## config.mk

```make
export PLATFORM = sky130hd
export DESIGN_NAME = lcg_top
export DESIGN_NICKNAME = d
export VERILOG_FILES = /design/src/lcg_pkg.sv /design/src/lcg_gate.sv /design/src/lcg_top.sv
export VERILOG_INCLUDE_DIRS = /design/src
export SDC_FILE = /design/constraint.sdc
export NUM_CORES = 1
export LEC_CHECK = 0
export ABC_AREA = 0
export BUFFER_PORTS_ARGS = -buffer_cell sky130_fd_sc_hd__buf_2
export CAP_MARGIN = 20
export CELL_PAD_IN_SITES_DETAIL_PLACEMENT = 0
export CELL_PAD_IN_SITES_GLOBAL_PLACEMENT = 1
export CORE_ASPECT_RATIO = 1.2
export CORE_MARGIN = 2
export CORE_UTILIZATION = 40
export CTS_CLUSTER_SIZE = 30
export DETAILED_ROUTE_END_ITERATION = 16
export GPL_TIMING_DRIVEN = 0
export MAX_ROUTING_LAYER = met4
export PLACE_DENSITY = 0.84
export SYNTH_ARGS = -nofsm -noshare
export SYNTH_HDL_FRONTEND = slang
export SYNTH_SLANG_ARGS = --single-unit
```

## constraint.sdc

```tcl
create_clock -name aclk -period 2 [get_ports aclk]
set_input_delay 0.4 -clock aclk [delete_from_list [all_inputs] [get_ports aclk]]
set_output_delay 0.4 -clock aclk [all_outputs]
set_load 0.005 [all_outputs]
```

## src/lcg_map.svh

```systemverilog
// Purpose: Register offsets, field positions and reset values of the gate input select stage
// Assumes: AXI4-Lite slave, one aligned 32-bit word per register
// Notes: Offsets are byte addresses
// Function
// Gate 1 enables in select-low bits 7..0: src4 true, src4 neg, ... src1 neg.
// Gate 2 enables in select-low bits 15..8, same order as gate 1.
// Gate 3 enables in select-high bits 7..0, true/negated alternating per source.
// Gate 4 enables in select-high bits 15..8, same order.
// Negated enable set routes inverted source into gate; clear excludes it.
// True enable set routes plain source into gate; clear excludes it.
// Each gate ORs all its enabled true and negated sources.
// Each source mux supplies both true and negated copies to the stage.
`ifndef LCG_MAP_SVH
`define LCG_MAP_SVH

`define LCG_OFF_SEL_LOW 12'h000
`define LCG_OFF_SEL_HIGH 12'h004
`define LCG_OFF_GATE_STATUS 12'h008
`define LCG_SEL_RESET 16'h0000
`define LCG_GATE_LO_LSB 0
`define LCG_GATE_HI_LSB 8
`define LCG_RESP_OKAY 2'h0
`define LCG_RESP_SLVERR 2'h2

`endif

```

## src/lcg_pkg.sv

```systemverilog
// Purpose: Types of the gate input select stage
// Assumes: Used with lcg_map.svh
// Notes: None
package lcg_pkg;
    typedef enum logic [0:0] {
        LCG_IDLE = 1'b0,
        LCG_RESP = 1'b1
    } lcg_bus_state_t;
endpackage

```

## src/lcg_gate.sv

```systemverilog
// Purpose: One input gate: enable-masked OR of true and negated sources
// Assumes: Enable byte order src4 true at bit 7 down to src1 negated at bit 0
// Notes: Purely combinational
`timescale 1ns/1ns
`default_nettype none
module lcg_gate (
    input wire logic [7:0] enable, // Enable byte for this gate
    input wire logic [3:0] src_true, // True copies, bit 0 is source 1
    input wire logic [3:0] src_neg, // Negated copies, bit 0 is source 1
    output logic gate_out // Gate result
);
    logic [7:0] terms;
    always_comb begin
        for (int i = 0; i < 4; i++) begin
            terms[2*i+1] = enable[2*i+1] & src_true[i];
            terms[2*i] = enable[2*i] & src_neg[i];
        end
    end
    assign gate_out = |terms;
endmodule // lcg_gate
`default_nettype wire

```

## src/lcg_top.sv

```systemverilog
// Purpose: Gate input select stage with AXI4-Lite register access
// Assumes: Source signals are from the same clock domain
// Notes: Gate outputs are registered
//
// Design decisions made here: the register offsets and register access over AXI4-Lite.
`timescale 1ns/1ns
`default_nettype none
`include "lcg_map.svh"
module lcg_top (
    input wire logic aclk, // Clock, 20 MHz
    input wire logic aresetn, // Synchronous reset, active low
    input wire logic [11:0] s_axi_awaddr, // Write address
    input wire logic s_axi_awvalid, // Write address valid
    output logic s_axi_awready, // Write address ready
    input wire logic [31:0] s_axi_wdata, // Write data
    input wire logic [3:0] s_axi_wstrb, // Write strobes
    input wire logic s_axi_wvalid, // Write data valid
    output logic s_axi_wready, // Write data ready
    output logic [1:0] s_axi_bresp, // Write response
    output logic s_axi_bvalid, // Write response valid
    input wire logic s_axi_bready, // Write response ready
    input wire logic [11:0] s_axi_araddr, // Read address
    input wire logic s_axi_arvalid, // Read address valid
    output logic s_axi_arready, // Read address ready
    output logic [31:0] s_axi_rdata, // Read data
    output logic [1:0] s_axi_rresp, // Read response
    output logic s_axi_rvalid, // Read data valid
    input wire logic s_axi_rready, // Read data ready
    input wire logic [3:0] source_data, // Selected data of muxes 4..1
    output logic [3:0] gate_result // Gate 4..1 results to the cell
);
    ////////////////////////////////////////////////////////////////////////////
    logic [15:0] sel_low_r;
    logic [15:0] sel_high_r;
    logic [3:0] gate_r;
    logic aw_held_r;
    logic w_held_r;
    logic [11:0] awaddr_r;
    logic [31:0] wdata_r;
    logic [3:0] wstrb_r;
    lcg_pkg::lcg_bus_state_t wst_r;
    lcg_pkg::lcg_bus_state_t rst_r;
    logic [3:0] src_true;
    logic [3:0] src_neg;
    logic [3:0] gate_comb;
    logic do_write;

    function automatic logic [15:0] merge16(input logic [15:0] old,
                                            input logic [31:0] data,
                                            input logic [3:0] strb);
        logic [15:0] res;
        res = old;
        if (strb[0]) res[7:0] = data[7:0];
        if (strb[1]) res[15:8] = data[15:8];
        return res;
    endfunction

    ////////////////////////////////////////////////////////////////////////////
    // Write channel: capture address and data in either order
    assign s_axi_awready = !aw_held_r && (wst_r == lcg_pkg::LCG_IDLE);
    assign s_axi_wready = !w_held_r && (wst_r == lcg_pkg::LCG_IDLE);
    assign do_write = (wst_r == lcg_pkg::LCG_IDLE)
        && (aw_held_r || s_axi_awvalid) && (w_held_r || s_axi_wvalid);

    always_ff @(posedge aclk) begin
        if (!aresetn) begin
            aw_held_r <= 1'b0;
            w_held_r <= 1'b0;
            awaddr_r <= 12'h000;
            wdata_r <= 32'h0000_0000;
            wstrb_r <= 4'h0;
        end else if (do_write) begin
            aw_held_r <= 1'b0;
            w_held_r <= 1'b0;
        end else begin
            if (s_axi_awvalid && s_axi_awready) begin
                aw_held_r <= 1'b1;
                awaddr_r <= s_axi_awaddr;
            end
            if (s_axi_wvalid && s_axi_wready) begin
                w_held_r <= 1'b1;
                wdata_r <= s_axi_wdata;
                wstrb_r <= s_axi_wstrb;
            end
        end
    end

    logic [11:0] wa;
    logic [31:0] wd;
    logic [3:0] ws;
    assign wa = aw_held_r ? awaddr_r : s_axi_awaddr;
    assign wd = w_held_r ? wdata_r : s_axi_wdata;
    assign ws = w_held_r ? wstrb_r : s_axi_wstrb;

    always_ff @(posedge aclk) begin
        if (!aresetn) begin
            sel_low_r <= `LCG_SEL_RESET;
            sel_high_r <= `LCG_SEL_RESET;
        end else if (do_write) begin
            if ({wa[11:2], 2'b00} == `LCG_OFF_SEL_LOW)
                sel_low_r <= merge16(sel_low_r, wd, ws);
            if ({wa[11:2], 2'b00} == `LCG_OFF_SEL_HIGH)
                sel_high_r <= merge16(sel_high_r, wd, ws);
        end
    end

    always_ff @(posedge aclk) begin
        if (!aresetn) begin
            wst_r <= lcg_pkg::LCG_IDLE;
            s_axi_bvalid <= 1'b0;
            s_axi_bresp <= `LCG_RESP_OKAY;
        end else begin
            case (wst_r)
                lcg_pkg::LCG_IDLE: begin
                    if (do_write) begin
                        wst_r <= lcg_pkg::LCG_RESP;
                        s_axi_bvalid <= 1'b1;
                        s_axi_bresp <= ({wa[11:2], 2'b00} == `LCG_OFF_SEL_LOW
                            || {wa[11:2], 2'b00} == `LCG_OFF_SEL_HIGH)
                            ? `LCG_RESP_OKAY : `LCG_RESP_SLVERR;
                    end
                end
                lcg_pkg::LCG_RESP: begin
                    if (s_axi_bready) begin
                        wst_r <= lcg_pkg::LCG_IDLE;
                        s_axi_bvalid <= 1'b0;
                    end
                end
                default: wst_r <= lcg_pkg::LCG_IDLE;
            endcase
        end
    end

    ////////////////////////////////////////////////////////////////////////////
    // Read channel
    assign s_axi_arready = (rst_r == lcg_pkg::LCG_IDLE);

    always_ff @(posedge aclk) begin
        if (!aresetn) begin
            rst_r <= lcg_pkg::LCG_IDLE;
            s_axi_rvalid <= 1'b0;
            s_axi_rdata <= 32'h0000_0000;
            s_axi_rresp <= `LCG_RESP_OKAY;
        end else begin
            case (rst_r)
                lcg_pkg::LCG_IDLE: begin
                    if (s_axi_arvalid) begin
                        rst_r <= lcg_pkg::LCG_RESP;
                        s_axi_rvalid <= 1'b1;
                        s_axi_rresp <= `LCG_RESP_OKAY;
                        case ({s_axi_araddr[11:2], 2'b00})
                            `LCG_OFF_SEL_LOW: s_axi_rdata <= {16'h0000, sel_low_r};
                            `LCG_OFF_SEL_HIGH: s_axi_rdata <= {16'h0000, sel_high_r};
                            `LCG_OFF_GATE_STATUS: s_axi_rdata <= {28'h0000000, gate_r};
                            default: begin
                                s_axi_rdata <= 32'h0000_0000;
                                s_axi_rresp <= `LCG_RESP_SLVERR;
                            end
                        endcase
                    end
                end
                lcg_pkg::LCG_RESP: begin
                    if (s_axi_rready) begin
                        rst_r <= lcg_pkg::LCG_IDLE;
                        s_axi_rvalid <= 1'b0;
                    end
                end
                default: rst_r <= lcg_pkg::LCG_IDLE;
            endcase
        end
    end

    ////////////////////////////////////////////////////////////////////////////
    // Gate stage
    assign src_true = source_data;
    assign src_neg = ~source_data;

    lcg_gate u_gate1 (
        .enable(sel_low_r[`LCG_GATE_LO_LSB +: 8]),
        .src_true(src_true),
        .src_neg(src_neg),
        .gate_out(gate_comb[0])
    );
    lcg_gate u_gate2 (
        .enable(sel_low_r[`LCG_GATE_HI_LSB +: 8]),
        .src_true(src_true),
        .src_neg(src_neg),
        .gate_out(gate_comb[1])
    );
    lcg_gate u_gate3 (
        .enable(sel_high_r[`LCG_GATE_LO_LSB +: 8]),
        .src_true(src_true),
        .src_neg(src_neg),
        .gate_out(gate_comb[2])
    );
    lcg_gate u_gate4 (
        .enable(sel_high_r[`LCG_GATE_HI_LSB +: 8]),
        .src_true(src_true),
        .src_neg(src_neg),
        .gate_out(gate_comb[3])
    );

    always_ff @(posedge aclk) begin
        if (!aresetn)
            gate_r <= 4'h0;
        else
            gate_r <= gate_comb;
    end
    assign gate_result = gate_r;
endmodule // lcg_top
`default_nettype wire

```

# [Word-level counts from Yosys, hierarchy flattened]
# Index checks and enable logic that the tools add are counted.
[word_totals] input_bits=71 output_inout_bits=45 register_bits=108
[op_classes] reduce_logical=29 eq_ne=7 n_mux=18 bitwise_logic=37
[ops] op="16-bit case mux with 3 select lines" n=1
[ops] op="1-bit AND" n=32
[ops] op="8-bit OR reduction" n=4
[ops] op="10-bit by 1-bit == test with 1-bit output, second input constant" n=2
[ops] op="10-bit logical NOT" n=2
[ops] op="16-bit two-way mux" n=1
[ops] op="12-bit two-way mux" n=1
[ops] op="2-bit AND reduction" n=6
[ops] op="3-bit AND reduction" n=4
[ops] op="10-bit by 2-bit == test with 1-bit output, second input constant" n=1
[ops] op="1-bit two-way mux" n=8
[ops] op="2-bit != test, second input constant" n=4
[ops] op="1-bit case mux with 2 select lines" n=4
[ops] op="1-bit logical AND" n=6
[ops] op="2-bit two-way mux" n=3
[ops] op="1-bit NOT" n=4
[ops] op="4-bit NOT" n=1
[ops] op="1-bit logical OR" n=3
[ops] op="3-bit OR reduction" n=1
[ops] op="1-bit logical NOT" n=2
[ops] op="2-bit OR reduction" n=1

# [Logic depth before layout (Yosys ltp)]
[logic_depth] ltp_word=5 ltp_mapped=7 depth_no_buf=4

# [Cells and area by module]
# A second synthesis with hierarchy kept.
[hier_totals] hier_cells=428 hier_area_um2=4095.2
[by_module_without_submodules] mod="lcg_top" instances=1 area_each_um2=3950.0 cells_per_inst=408
[by_module_without_submodules] mod="lcg_gate" instances=4 area_each_um2=36.3 cells_per_inst=5

# [Least setup slack after synthesis]
# OpenSTA, ideal clock, no wires.
[synth_timing] kind="input to register" from="in s_axi_araddr[7]" to="reg s_axi_rdata[10]" required_ns=1.935 path_buffers=1 stages=5 setup_time_ns=0.065 path_slack_ns=0.417 t_arrival_ns=1.518 path_cell_list="or4_4 -> nor4_4 -> buf_6 -> a22oi_2 -> nor2_2"
[synth_between] elab_chain_len=2 elab_cells_between_ends=4 classes_between="2 x eq/ne; 1 x mux; 1 x reduce/logical"
[synth_rtl] element="start: declaration" line_no="lcg_top.sv:22" text="input wire logic [11:0] s_axi_araddr,"
[synth_rtl] element="10-bit by 2-bit == test with 1-bit output, or another cell as far along" line_no="lcg_top.sv:151" text="case ({s_axi_araddr[11:2], 2'b00})"
[synth_rtl] element="16-bit case mux with 3 select lines (*)" line_no="lcg_top.sv:151"
[synth_rtl] element="end signal: assignment" line_no="lcg_top.sv:152" text="`LCG_OFF_SEL_LOW: s_axi_rdata <= {16'h0000, sel_low_r};"
[synth_rtl] element="end signal: assignment" line_no="lcg_top.sv:153" text="`LCG_OFF_SEL_HIGH: s_axi_rdata <= {16'h0000, sel_high_r};"
[synth_rtl] element="end signal: assignment" line_no="lcg_top.sv:154" text="`LCG_OFF_GATE_STATUS: s_axi_rdata <= {28'h0000000, gate_r};"
[synth_rtl] element="end: declaration" line_no="lcg_top.sv:25" text="output logic [31:0] s_axi_rdata,"
# Every way passes the cells marked *; elsewhere a longest branch is shown, timed or not.
# A chain may end at the register's enable or synchronous reset.

# [Worst setup path after layout]
[layout_timing] from="reg w_held_r" to="out s_axi_wready"
[layout_between] elab_chain_len=2
[layout_rtl] element="start: declaration" line_no="lcg_top.sv:37" text="logic w_held_r;"
[layout_rtl] element="start signal: assignment" line_no="lcg_top.sv:68" text="w_held_r <= 1'b0;"
[layout_rtl] element="start signal: assignment" line_no="lcg_top.sv:74" text="w_held_r <= 1'b0;"
[layout_rtl] element="start signal: assignment" line_no="lcg_top.sv:81" text="w_held_r <= 1'b1;"
[layout_rtl] element="1-bit logical NOT" line_no="lcg_top.sv:61" text="assign s_axi_wready = !w_held_r && (wst_r == lcg_pkg::LCG_IDLE);"
[layout_rtl] element="1-bit logical AND" line_no="lcg_top.sv:61"
[layout_rtl] element="end: declaration" line_no="lcg_top.sv:18" text="output logic s_axi_wready,"
# No other way between the ends.

==> impl_metrics.py <==
metrics = {
    "power": {
        "leakagePower_nw": 2.45,
        "combPwrFrac_pct": 11.8,
        "p_int_mw": 3.11,
        "p_sw_mw": 1.00,
        "power_mw": 4.12,
        "clkPwrFrac_pct": 43.9,
        "p_per_area_nw_per_um2": 806,
        "power_frac_seq_pct": 44.3,
        "vdd_drop_max_uv": 478,
        "swShare_pct": 24.4,
    },
    "timing": {
        "drv_slew": 0,
        "finClkSkew_ns": 0.00800,
        "hold_violations": 0,
        "rsz0062_at_grt": "false",
        "setup-tns-final_ns": 0,
        "period_share_pct": 93.2,
        "min_period_ns": 1.86,
        "slew_headroom_pct": 54.1,
        "setup-violations-final": 0,
        "fmax_mhz": 537,
        "tightestPinTransition_ns": 0.689,
        "holdWs_ns": 0.300,
    },
    "critical_path": {
        "start_kind": "register",
        "cp-end-kind": "output port",
        "crit_type": "reg2out",
        "cp.arrival_ns": 1.46,
        "crit_fanout": 10,
        "cp.required_ns": 1.60,
        "rrSetupSlack_ns": 0.36,
    },
    "final_layout": {
        "area_growth_pct": 21.3,
        "post-route-util_pct": 49.3,
        "final_cell_mix": "88 x dfxtp_1, 83 x mux2i_1, 75 x buf_2",
        "seqCellArea_um2": 1760,
        "multi_input_area_um2": 2210,
        "fill_cells": 1005,
        "drive_gt1_share_pct": 33.7,
        "final_common_cell": "dfxtp_1",
        "final_cells": 655,
        "fin_nets": 591,
    },
    "grt": {
        "grt_pass1_wl_um": 15500,
        "gr-total-overflow": 0,
        "grt_pass1_vias": 3157,
        "antenna_found_initial": 1,
        "grt_use_total_pct": 17.7,
        "grt_max_degree": 16,
    },
    "clock_network": {
        "cts_root_buf": "clkbuf_16",
        "cts.repair.resized": 0,
        "clk_path_buf_depth": 2,
        "htreeDepth": 3,
        "cts_buffers": 9,
        "clock_latency_ns": 0.34,
        "ctsHoldBuffers": 0,
        "post-cts-setup-buffers": 0,
        "cts_tree": "built",
        "clk_pin_slew_ns": 0.07,
        "cts.sinks": 88,
    },
    "status": {
        "status": "finished clean",
    },
    "placement": {
        "place.gp.congestion": 0.757,
        "dp_hpwl_um": 7350,
        "port_buffers": 70,
        "placed_cells": 638,
    },
    "yosys": {
        "synth_seq_cells": 88,
        "synth_area_um2": 4210,
        "syn_avg_cell_area_um2": 9.97,
        "ys_types": 37,
        "postSynthCellCount": 422,
        "yosysWarnings": 0,
        "synth.yosys.seq_area_share_pct": 41.9,
    },
    "drt": {
        "num_vias": 3183,
        "drc": 0,
        "ant_nets": 0,
        "wire_per_inst_um": 14.4,
        "drt-total-wl_um": 9440,
        "drt_iter0_drc": 90,
        "first_pass_iters": 4,
        "vias_per_cell": 4.86,
    },
    "job": {
        "cap_violations": 0,
    },
    "die": {
        "dieWidth_um": 97.6,
        "ios": 116,
        "std_cell_rows": 41,
        "start_util_pct": 40.6,
        "core-area_um2": 10400,
        "die_area_um2": 11400,
        "die_h_um": 116,
    },
    "min_path": {
        "hold_path_class": "in2reg",
    },
}
==> power groups by stage <==
stage	Clock [mW]	Sequential, mW	Combinational, mW
6_report	1.81	1.82	0.485
5_1_grt	1.90	1.83	0.536
4_1_cts	1.84	1.82	0.489
3_5_place_dp	0	1.86	0.486
3_3_place_gp	0	1.86	0.477
2_1_floorplan	0	1.86	0.344
==> path summary, 6_finish.rpt <==
kind / start / depth (start not counted) / end
hold reg to reg: sel_high_r[7] / 2 / sel_high_r[7]
setup / recovery: w_held_r / 4 / s_axi_wready
setup reg to reg: wst_r / 7 / wdata_r[12]
hold / removal: s_axi_wdata[8] / 3 / wdata_r[8]
==> worst max-delay path: stages (launching register included) <==
cell,delay [ns]
dfxtp_1,0.40
buf_4,0.23
buf_2,0.29
nor2_1,0.09
buf_2,0.13
==> sequential cells by signal, summed over array words and instances, names as in the netlist <==
name	count
aw_held_r	1
awaddr_r	10
gate_result	4
rst_r	1
s_axi_bresp	1
s_axi_bvalid	1
s_axi_rdata	16
s_axi_rresp	1
s_axi_rvalid	1
sel_high_r	16
sel_low_r	16
w_held_r	1
wdata_r	16
wst_r	1
wstrb_r	2
==> through the flow <==
stage,setup WS [ns],instance area [um^2]
3_3_place_gp,0.163,4780
3_5_place_dp,0.127,4780
6_report,0.136,5110
2_1_floorplan,0.417,4270
5_1_grt,0.0479,5110
4_1_cts,0.108,5100
==> cell type report <==
type / count / share of cell area [%]
Timing Repair Buffer: 70 / 6.86
Buffer: 46 / 5.59
Multi-Input combinational cell: 302 / 43.4
Antenna cell: 1 / 0.0490
Clock inverter: 7 / 1.86
Sequential cell: 88 / 34.5
Tap cell: 129 / 3.16
Inverter: 3 / 0.220
Clock buffer: 9 / 4.41
==> cell families after synthesis <==
logic type | synth area share (%)
compound gates | 7.34
buf+inv | 7.04
flops | 41.9
mux | 27.5
other cells | 0.0891
simple gates | 16.2
==> synth_stat cells <==
master	instances	share of area [%]
a21oi_1	8	0.95
nor2_2	10	1.5
nand4_4	3	1.5
nand3b_1	2	0.36
nor2b_1	2	0.30
o21ai_0	8	0.95
clkbuf_2	1	0.12
nor4_1	1	0.15
a22oi_1	2	0.36
nor4b_2	1	0.36
nor4_4	2	1.0
o21a_1	1	0.18
clkbuf_1	15	1.3
nand4_1	1	0.15
mux2i_1	83	20
inv_1	3	0.27
buf_6	3	0.80
or4_4	1	0.27
mux2_2	29	7.8
and4_4	1	0.27
or4_1	1	0.18
conb_1	1	0.089
a22o_2	1	0.24
a31oi_1	2	0.30
a22o_4	1	0.42
nor2_4	1	0.27
a22oi_2	10	3.0
a41oi_1	4	0.83
nor2_1	50	4.5
o22ai_1	1	0.15
buf_4	22	3.9
dfxtp_1	88	42
nand3_1	4	0.48
nand2_1	51	4.5
nand2b_1	1	0.15
buf_2	5	0.59
nor3_1	2	0.24
==> layer usage <==
layer	GRT usage (%)	up-vias	part of all wire, %
met5	-	-	0
met4	4.72	0	1.2
met3	6.04	9	5.9
met2	30.4	74	49
met1	19.9	1473	44
li1	-	1627	-
Power figures use the tool's default switching activity.
